**src/inc/imv_params.svh**
```systemverilog
// offsets, reset values and vector locations of the interrupt mask block
`ifndef IMV_PARAMS_SVH
`define IMV_PARAMS_SVH
`define IMV_OFS_MASK 4'h0
`define IMV_OFS_PEND 4'h4
`define IMV_MASK_RST 8'h00
`define IMV_IMPL_MC 8'hE3
`define IMV_IMPL_ALL 8'hFF
`define IMV_VEC_NMI 16'h203E
`define IMV_VEC_EXT 16'h203C
`define IMV_VEC_MUX 16'h203A
`define IMV_VEC_B4 16'h2038
`define IMV_VEC_B3 16'h2036
`define IMV_VEC_B2 16'h2034
`define IMV_VEC_B1 16'h2032
`define IMV_VEC_B0 16'h2030
`define IMV_RESP_OKAY 2'h0
`define IMV_RESP_SLVERR 2'h2
`endif

```
**src/inc/imv_pkg.sv**
```systemverilog
// types shared by the interrupt mask block
package imv_pkg;
    typedef enum logic [1:0] {IMV_MC, IMV_MD, IMV_MH} imv_variant_t;
    typedef struct packed {
        logic pend;
        logic fwd;
    } imv_gate_st_t;
    typedef struct packed {
        logic [7:0] mask;
        logic aw_full;
        logic [3:0] awaddr;
        logic w_full;
        logic [7:0] wdata;
        logic wbyte;
        logic awready;
        logic wready;
        logic bvalid;
        logic [1:0] bresp;
        logic arready;
        logic rvalid;
        logic [31:0] rdata;
        logic [1:0] rresp;
        logic [15:0] vec_addr;
        logic vec_valid;
    } imv_st_t;
endpackage

```
**src/rtl/imv_gate.sv**
```systemverilog
// one interrupt source: sticky pending flag gated by its mask bit
`timescale 1ns/1ps
module imv_gate (
    // clock and reset
    input wire logic clk,
    input wire logic rst_n,
    // source side
    input wire logic req,
    input wire logic ack,
    input wire logic en,
    // status and forwarded request
    output logic pend,
    output logic fwd
);
    import imv_pkg::*;
    imv_gate_st_t st_ff;
    imv_gate_st_t nxt_st;

    always_comb begin
        nxt_st = st_ff;
        // a new request beats an acknowledge in the same cycle
        nxt_st.pend = req | (st_ff.pend & ~ack);
        // masking only hides the request, the pending flag survives
        nxt_st.fwd = nxt_st.pend & en;
    end

    always_ff @(posedge clk or negedge rst_n) begin
        if (!rst_n) begin
            st_ff <= '0;
        end else begin
            st_ff <= nxt_st;
        end
    end

    assign pend = st_ff.pend;
    assign fwd = st_ff.fwd;
endmodule

```
**src/rtl/imv_top.sv**
```systemverilog
// interrupt enable mask, pending gates and vector lookup with axi4-lite
//
// The implementer's own choices: the AXI4-Lite slave port and the placing of the registers.
`timescale 1ns/1ps
`include "imv_params.svh"
module imv_top #(
    parameter imv_pkg::imv_variant_t VARIANT = imv_pkg::IMV_MD
) (
    // clock and reset
    input wire logic clk,
    input wire logic rst_n,
    // axi4-lite write address and data
    input wire logic [3:0] s_awaddr,
    input wire logic s_awvalid,
    output logic s_awready,
    input wire logic [31:0] s_wdata,
    input wire logic [3:0] s_wstrb,
    input wire logic s_wvalid,
    output logic s_wready,
    // axi4-lite write response
    output logic [1:0] s_bresp,
    output logic s_bvalid,
    input wire logic s_bready,
    // axi4-lite read
    input wire logic [3:0] s_araddr,
    input wire logic s_arvalid,
    output logic s_arready,
    output logic [31:0] s_rdata,
    output logic [1:0] s_rresp,
    output logic s_rvalid,
    input wire logic s_rready,
    // interrupt sources, bit 7 the NMI input (gated by its mask bit like the rest) down to bit 0
    input wire logic [7:0] irq_req,
    input wire logic [7:0] irq_ack,
    output logic [7:0] irq_fwd,
    // vector lookup for the source being serviced
    input wire logic svc_valid,
    input wire logic [2:0] svc_idx,
    output logic [15:0] vec_addr,
    output logic vec_valid
);
    import imv_pkg::*;
    // bits 4..2 have no source on the two-channel variant
    localparam logic [7:0] IMPL =
        (VARIANT == IMV_MC) ? `IMV_IMPL_MC : `IMV_IMPL_ALL;

    imv_st_t st_ff;
    imv_st_t nxt_st;
    logic [7:0] pend;
    logic do_wr;

    genvar g;
    generate
        for (g = 0; g < 8; g++) begin : gen_src
            imv_gate u_gate (
                .clk(clk),
                .rst_n(rst_n),
                .req(irq_req[g] & IMPL[g]),
                .ack(irq_ack[g]),
                .en(st_ff.mask[g]),
                .pend(pend[g]),
                .fwd(irq_fwd[g])
            );
        end
    endgenerate

    assign do_wr = st_ff.aw_full & st_ff.w_full & ~st_ff.bvalid;

    always_comb begin
        nxt_st = st_ff;
        if (s_awvalid && st_ff.awready) begin
            nxt_st.aw_full = 1'b1;
            nxt_st.awaddr = s_awaddr;
        end
        if (s_wvalid && st_ff.wready) begin
            nxt_st.w_full = 1'b1;
            nxt_st.wdata = s_wdata[7:0];
            nxt_st.wbyte = s_wstrb[0];
        end
        if (st_ff.bvalid && s_bready) begin
            nxt_st.bvalid = 1'b0;
        end
        // address and data may arrive in either order; act once both held
        if (do_wr) begin
            nxt_st.aw_full = 1'b0;
            nxt_st.w_full = 1'b0;
            nxt_st.bvalid = 1'b1;
            nxt_st.bresp = `IMV_RESP_OKAY;
            if (st_ff.awaddr == `IMV_OFS_MASK) begin
                // store with bits that have no source cleared, nothing else happens on a mask write
                if (st_ff.wbyte) begin
                    nxt_st.mask = st_ff.wdata & IMPL;
                end
            end else if (st_ff.awaddr != `IMV_OFS_PEND) begin
                nxt_st.bresp = `IMV_RESP_SLVERR;
            end
        end
        nxt_st.awready = ~nxt_st.aw_full;
        nxt_st.wready = ~nxt_st.w_full;
        if (st_ff.rvalid && s_rready) begin
            nxt_st.rvalid = 1'b0;
        end
        if (s_arvalid && st_ff.arready) begin
            nxt_st.rvalid = 1'b1;
            nxt_st.rresp = `IMV_RESP_OKAY;
            nxt_st.rdata = 32'h0000_0000;
            case (s_araddr)
                `IMV_OFS_MASK: nxt_st.rdata[7:0] = st_ff.mask;
                `IMV_OFS_PEND: nxt_st.rdata[7:0] = pend;
                default: nxt_st.rresp = `IMV_RESP_SLVERR;
            endcase
        end
        nxt_st.arready = ~nxt_st.rvalid;
        nxt_st.vec_valid = svc_valid;
        if (svc_valid) begin
            case (svc_idx)
                3'd7: nxt_st.vec_addr = `IMV_VEC_NMI;
                3'd6: nxt_st.vec_addr = `IMV_VEC_EXT;
                3'd5: nxt_st.vec_addr = `IMV_VEC_MUX;
                3'd4: nxt_st.vec_addr = `IMV_VEC_B4;
                3'd3: nxt_st.vec_addr = `IMV_VEC_B3;
                3'd2: nxt_st.vec_addr = `IMV_VEC_B2;
                3'd1: nxt_st.vec_addr = `IMV_VEC_B1;
                default: nxt_st.vec_addr = `IMV_VEC_B0;
            endcase
        end
    end

    always_ff @(posedge clk or negedge rst_n) begin
        if (!rst_n) begin
            st_ff <= '0;
            st_ff.mask <= `IMV_MASK_RST;
            st_ff.awready <= 1'b1;
            st_ff.wready <= 1'b1;
            st_ff.arready <= 1'b1;
        end else begin
            st_ff <= nxt_st;
        end
    end

    assign s_awready = st_ff.awready;
    assign s_wready = st_ff.wready;
    assign s_bvalid = st_ff.bvalid;
    assign s_bresp = st_ff.bresp;
    assign s_arready = st_ff.arready;
    assign s_rvalid = st_ff.rvalid;
    assign s_rdata = st_ff.rdata;
    assign s_rresp = st_ff.rresp;
    assign vec_addr = st_ff.vec_addr;
    assign vec_valid = st_ff.vec_valid;
endmodule

```
**config.mk**
```make
export PLATFORM = sky130hd
export DESIGN_NAME = imv_top
export DESIGN_NICKNAME = d
export VERILOG_FILES = /design/src/inc/imv_pkg.sv /design/src/rtl/imv_gate.sv /design/src/rtl/imv_top.sv
export VERILOG_INCLUDE_DIRS = /design/src /design/src/inc
export SDC_FILE = /design/constraint.sdc
export NUM_CORES = 1
export LEC_CHECK = 0
export ABC_AREA = 1
export BUFFER_PORTS_ARGS = -buffer_cell sky130_fd_sc_hd__buf_2
export CAP_MARGIN = 20
export CORE_MARGIN = 5
export CORE_UTILIZATION = 49
export DETAILED_ROUTE_END_ITERATION = 8
export GPL_TIMING_DRIVEN = 1
export PLACE_DENSITY = 0.93
export SLEW_MARGIN = 20
export SYNTH_ARGS = -nofsm -noshare
export SYNTH_HDL_FRONTEND = slang
export SYNTH_SLANG_ARGS = --single-unit
```
**constraint.sdc**
```tcl
create_clock -name clk -period 2.88 [get_ports clk]
set_input_delay 0.288 -clock clk [delete_from_list [all_inputs] [get_ports clk]]
set_output_delay 0.288 -clock clk [all_outputs]
set_load 0.02 [all_outputs]
```
* After elaboration in Yosys (flattened, before gate mapping) *
Cells that the tools add are included.

storage, ports and cells
  flip-flop bits (word level) = 73
  latch bits = 0
  memory bits (writable) = 0
  bits in read-only memories = 0
  input bits = 71
  output and inout port bits = 66
  logic and storage cells = 102
  memories = 0

cells by class
  add/subtract/negate cells = 0
  $mul = 0
  div/mod/pow operators = 0
  $lt $le $gt $ge = 0
  equality and inequality tests = 9
  shifts and indexed selects = 0
  multiplexer cells = 13
  bitwise logic cells = 38
  reductions and logical operators = 10

operators with widths
  operator                                                                  number
  35-bit 2-to-1 mux                                                         1
  4-bit case mux with 7 select lines                                        1
  1-bit bitwise AND                                                         18
  8-bit case mux with 2 select lines                                        1
  3-bit equality test (second input constant)                               4
  1-bit NOT                                                                 12
  10-bit 2-to-1 mux                                                         1
  4-bit logical NOT                                                         2
  1-bit bitwise OR                                                          8
  3-bit by 2-bit equality test with 1-bit output (second input constant)    2
  2-bit 2-to-1 mux                                                          3
  1-bit logical AND                                                         5
  5-bit 2-to-1 mux                                                          1
  4-bit by 3-bit equality test with 1-bit output (second input constant)    1
  1-bit 2-to-1 mux                                                          4
  4-bit by 3-bit inequality test with 1-bit output (second input constant)  1
  3-bit by 1-bit equality test with 1-bit output (second input constant)    1
  3-bit 2-to-1 mux                                                          1
  3-bit AND reduction                                                       1
  2-bit nonzero test                                                        1
  2-bit OR reduction                                                        1

* Depth between registers and ports, before layout *
  depth after elaboration = 5
  gate-level depth with buffers = 6
  depth with buffers taken out = 6

* By module *
From an unflattened synthesis, not the netlist that was laid out.

unflattened totals
  cells, all modules = 312
  area total of the unflattened synthesis = 2781.4 um^2

by module, submodules not included
  module    instances  cells each  area an instance (um^2)  seq. area each (um^2)
  imv_top   1          248         2140.8                   1079.8
  imv_gate  8          8           80.1                     50.0

* Worst setup path before layout *
OpenSTA, ideal clock, no wires.

  path kind = reg2reg
  start point = register st_ff, in the netlist s_bvalid
  end point = register st_ff[73] (netlist bit)
  setup time = 116 ps
  arrival = 1037 ps
  data required time = 2764 ps
  slack = 1727 ps
  stages on the path, launching flop included = 7
  path buffers = 0
  period minus slack after synthesis = 1153 ps
  path through = dfrtp_1 > inv_1 > nand3_2 > nor2_4 > nand2_4 > nand2_1 > nand2_1

on the way
  longest elaborated chain between the ends = 3

ends and longest elaborated chain
  element                        RTL line        text
  start: declaration             imv_top.sv:47   imv_st_t st_ff;
  start signal: assignment       imv_top.sv:137  st_ff <= nxt_st;
  1-bit NOT                      imv_top.sv:67   assign do_wr = st_ff.aw_full & st_ff.w_full & ~st_ff.bvalid;
  1-bit bitwise AND              imv_top.sv:67
  3-bit AND reduction (no line)  -

No other way between the ends.
A chain may end at the register's enable or synchronous reset.

* Worst setup path after layout *
  start point = register st_ff, in the netlist s_arready
  end point = output s_arready

RTL lines
  element           RTL line       text
  end: declaration  imv_top.sv:27  output logic s_arready,

No word-level cell between the ends.

==> reports/results.tsv <==
metric	value	unit
top cell type's share of synthesized area	50.5	%
CTS Sinks	59	
Post-synth top flop	dfrtp_1	
sequential cell area fraction in the yosys report	53.3	%
Tcrit/Tclk final	45.3	%
Synth warnings	0	
number of global-route vias before repair	1820	
fin cells	440	
Max clock buf depth	2	
Placer Congestion	0.770	
area post-placement	0.00291	sq mm
CTS buffer count	9	
Die X	85.3	um
# rows	27	
Cell variety after synth	20	
RSZ-0062 raised after global routing	false	
sequential share of power	49.7	%
H-tree levels	3	
final core occ	55.8	%
static leakage	1.81	nW
crit path max-delay cell type	dfstp_2	
Post-CTS Hold Buffers	0	
Setup crit end kind	output port	
placed insts	425	
Die Height	85.3	um
Hold Path Class	in2async	
register bit total from synthesis	59	
minimum clock period	1.31	ns
worst slew pin tran	0.924	ns
Remaining DRCs	0	
Net Sw Power	0.825	mW
Buf+Inv Stages, Crit Path	1	
GR Util All Layers	14.0	%
Final Max Slew Viols	0	
Pre-antenna DRT Iters	4	
routed length per instance	11.4	um
ratio of cells with drive above 1 in the final layout	28.5	%
WL final	5.03	mm
dpl ws	1.58	ns
DRT iter0 DRCs	108	
headroom to the max-slew limit	38.4	%
cell area after synthesis	0.00278	sq mm
Post-synth EDFFs	0	
critical path arrival	1.02	ns
largest area contributor in the netlist	dfrtp_1	
crit-path leading delay family	flip-flops	
Fmax achieved	766	MHz
Sw Share	34.3	%
Setup CP Type	reg2out	
Worst Skew	0.00556	ns
max cap viols	0	
DR vias/cell	4.30	
initial core utilization	50.4	%
combinational cell fraction of total power	24.6	%
die area	0.00727	sq mm
Clock power frac	25.7	%
input/output buffers	73	
CTS tree	yes	
crit-path max FO	2	
final hold violations	0	
P_int	1.58	mW
critical path's largest stage delay	0.54	ns
hold_ws	0.102	ns
initial antenna violation count	1	
GR Overflow Total	0	
clock latency on the worst-skew pair	0.32	ns
Routed Antenna Nets	0	
slack of the critical path	1.57	ns
status	finished clean	
Mapped Cells	305	
first-pass GRT wire length	8.03	mm
Final setup viols	0	
Clock transition at path regs	0.06	ns
# resized after CTS	0	
IO Pins	137	
Post-synth ARST share	100	%
Avg Inst Size Synth	9.11	sq um
core area	0.00551	sq mm
DP HPWL	3.90	mm
Data required, critical path	2.59	ns
Pwr per Cell Area	782	mW/mm^2
Root Buffer	clkbuf_8	
Finished Cell Area	0.00307	sq mm
largest vdd supply drop	479	uV
area added between synthesis and finish	10.7	%
Tot Pwr	2.40	mW
# Post-CTS Setup Buffers	0	
Final nets	435	
worst path cell trace	buf_2	
# diodes	0	
largest cells by area after synthesis	dfrtp_1 (50%), buf_4 (16%), nand2_1 (14%)	
largest net degree at the start of global routing	45	
total vias in the final route	1892	
post-route setup TNS	0	ns
startpoint types	flip-flop	
[path summary, 6_finish.rpt]
| kind | startpoint | endpoint | slack, ns | cells past startpoint |
|---|---|---|---|---|
| max in group asynchronous | rst_n | gen_src[7].u_gate.fwd$_DFF_PN0_ | 2.01 | 2 |
| worst min register to register | s_rvalid$_DFF_PN0_ | s_arready$_DFF_PN1_ | 0.44 | 1 |
| worst min-delay path | rst_n | st_ff[69]$_DFFE_PN0P_ | 0.10 | 1 |
| worst max register to register | st_ff[69]$_DFFE_PN0P_ | st_ff[79]$_DFFE_PN0P_ | 1.70 | 4 |
| worst max-delay path | s_arready$_DFF_PN1_ | s_arready | 1.57 | 1 |
| min in group clk | svc_valid | vec_valid$_DFF_PN0_ | 0.14 | 1 |
[power by group through the flow]
stage                     Sequential (mW)  Clock [mW]  Combinational [mW]
after floorplan                      1.21           0               0.488
after global placement               1.20           0               0.577
after detailed placement             1.21           0               0.600
after CTS                            1.20       0.639               0.603
after global routing                 1.22       0.674               0.673
final                                1.19       0.618               0.591
[cell usage in the layout, fill, tap and decap left out, types with 3 or more instances in the layout]
| cell | n |
|---|---|
| clkinv_2 | 3 |
| mux2_2 | 3 |
| a21boi_0 | 8 |
| nand2_1 | 104 |
| nand3_1 | 24 |
| o21ai_0 | 5 |
| buf_2 | 73 |
| dfrtp_1 | 56 |
| clkbuf_8 | 10 |
| inv_1 | 24 |
| conb_1 | 36 |
| dfstp_2 | 3 |
[layer usage]
layer  GRT usage, %  share of wire (%)
met3           6.12                9.3
met4           5.61               0.95
met1           16.6                 41
met5              0               0.26
met2           22.2                 48
[layout make-up]
type / count / area, sq um
well taps: 72 / 90.1
flip-flops and latches: 59 / 1480
clock buffers: 12 / 145
repair buffers: 74 / 373
fillers: 521 / 2430
clock inverters: 3 / 15.0
inverters: 26 / 97.6
multi-input cells: 194 / 873
[kinds of logic (layout without fill, tap and decap cells)]
group,Yosys count,count (layout),share of synthesized area (%)
other,1,36,0.135
muxes,3,3,1.22
and+or+nand+nor,140,140,21.9
DFF,59,59,53.3
AOI/OAI and AO/OA,15,15,3.42
buffers and inverters,87,115,20.0
[synthesized netlist by cell type, drive strengths merged, types with 2 or more instances]
master / n
dfrtp: 56
a21oi: 2
nor2: 6
a21boi: 8
nand2: 107
o21ai: 5
buf: 61
mux2: 3
dfstp: 3
inv: 26
nand3: 25
[flip-flops by register name, summed over array words and instances, names as in the netlist, 4 cells and up]
signal,cells
st_ff,23
s_rdata,8
gen_src.u_gate.fwd,8
gen_src.u_gate.pend,8
vec_addr,4
Note: power is estimated with default switching activity, not from simulation.
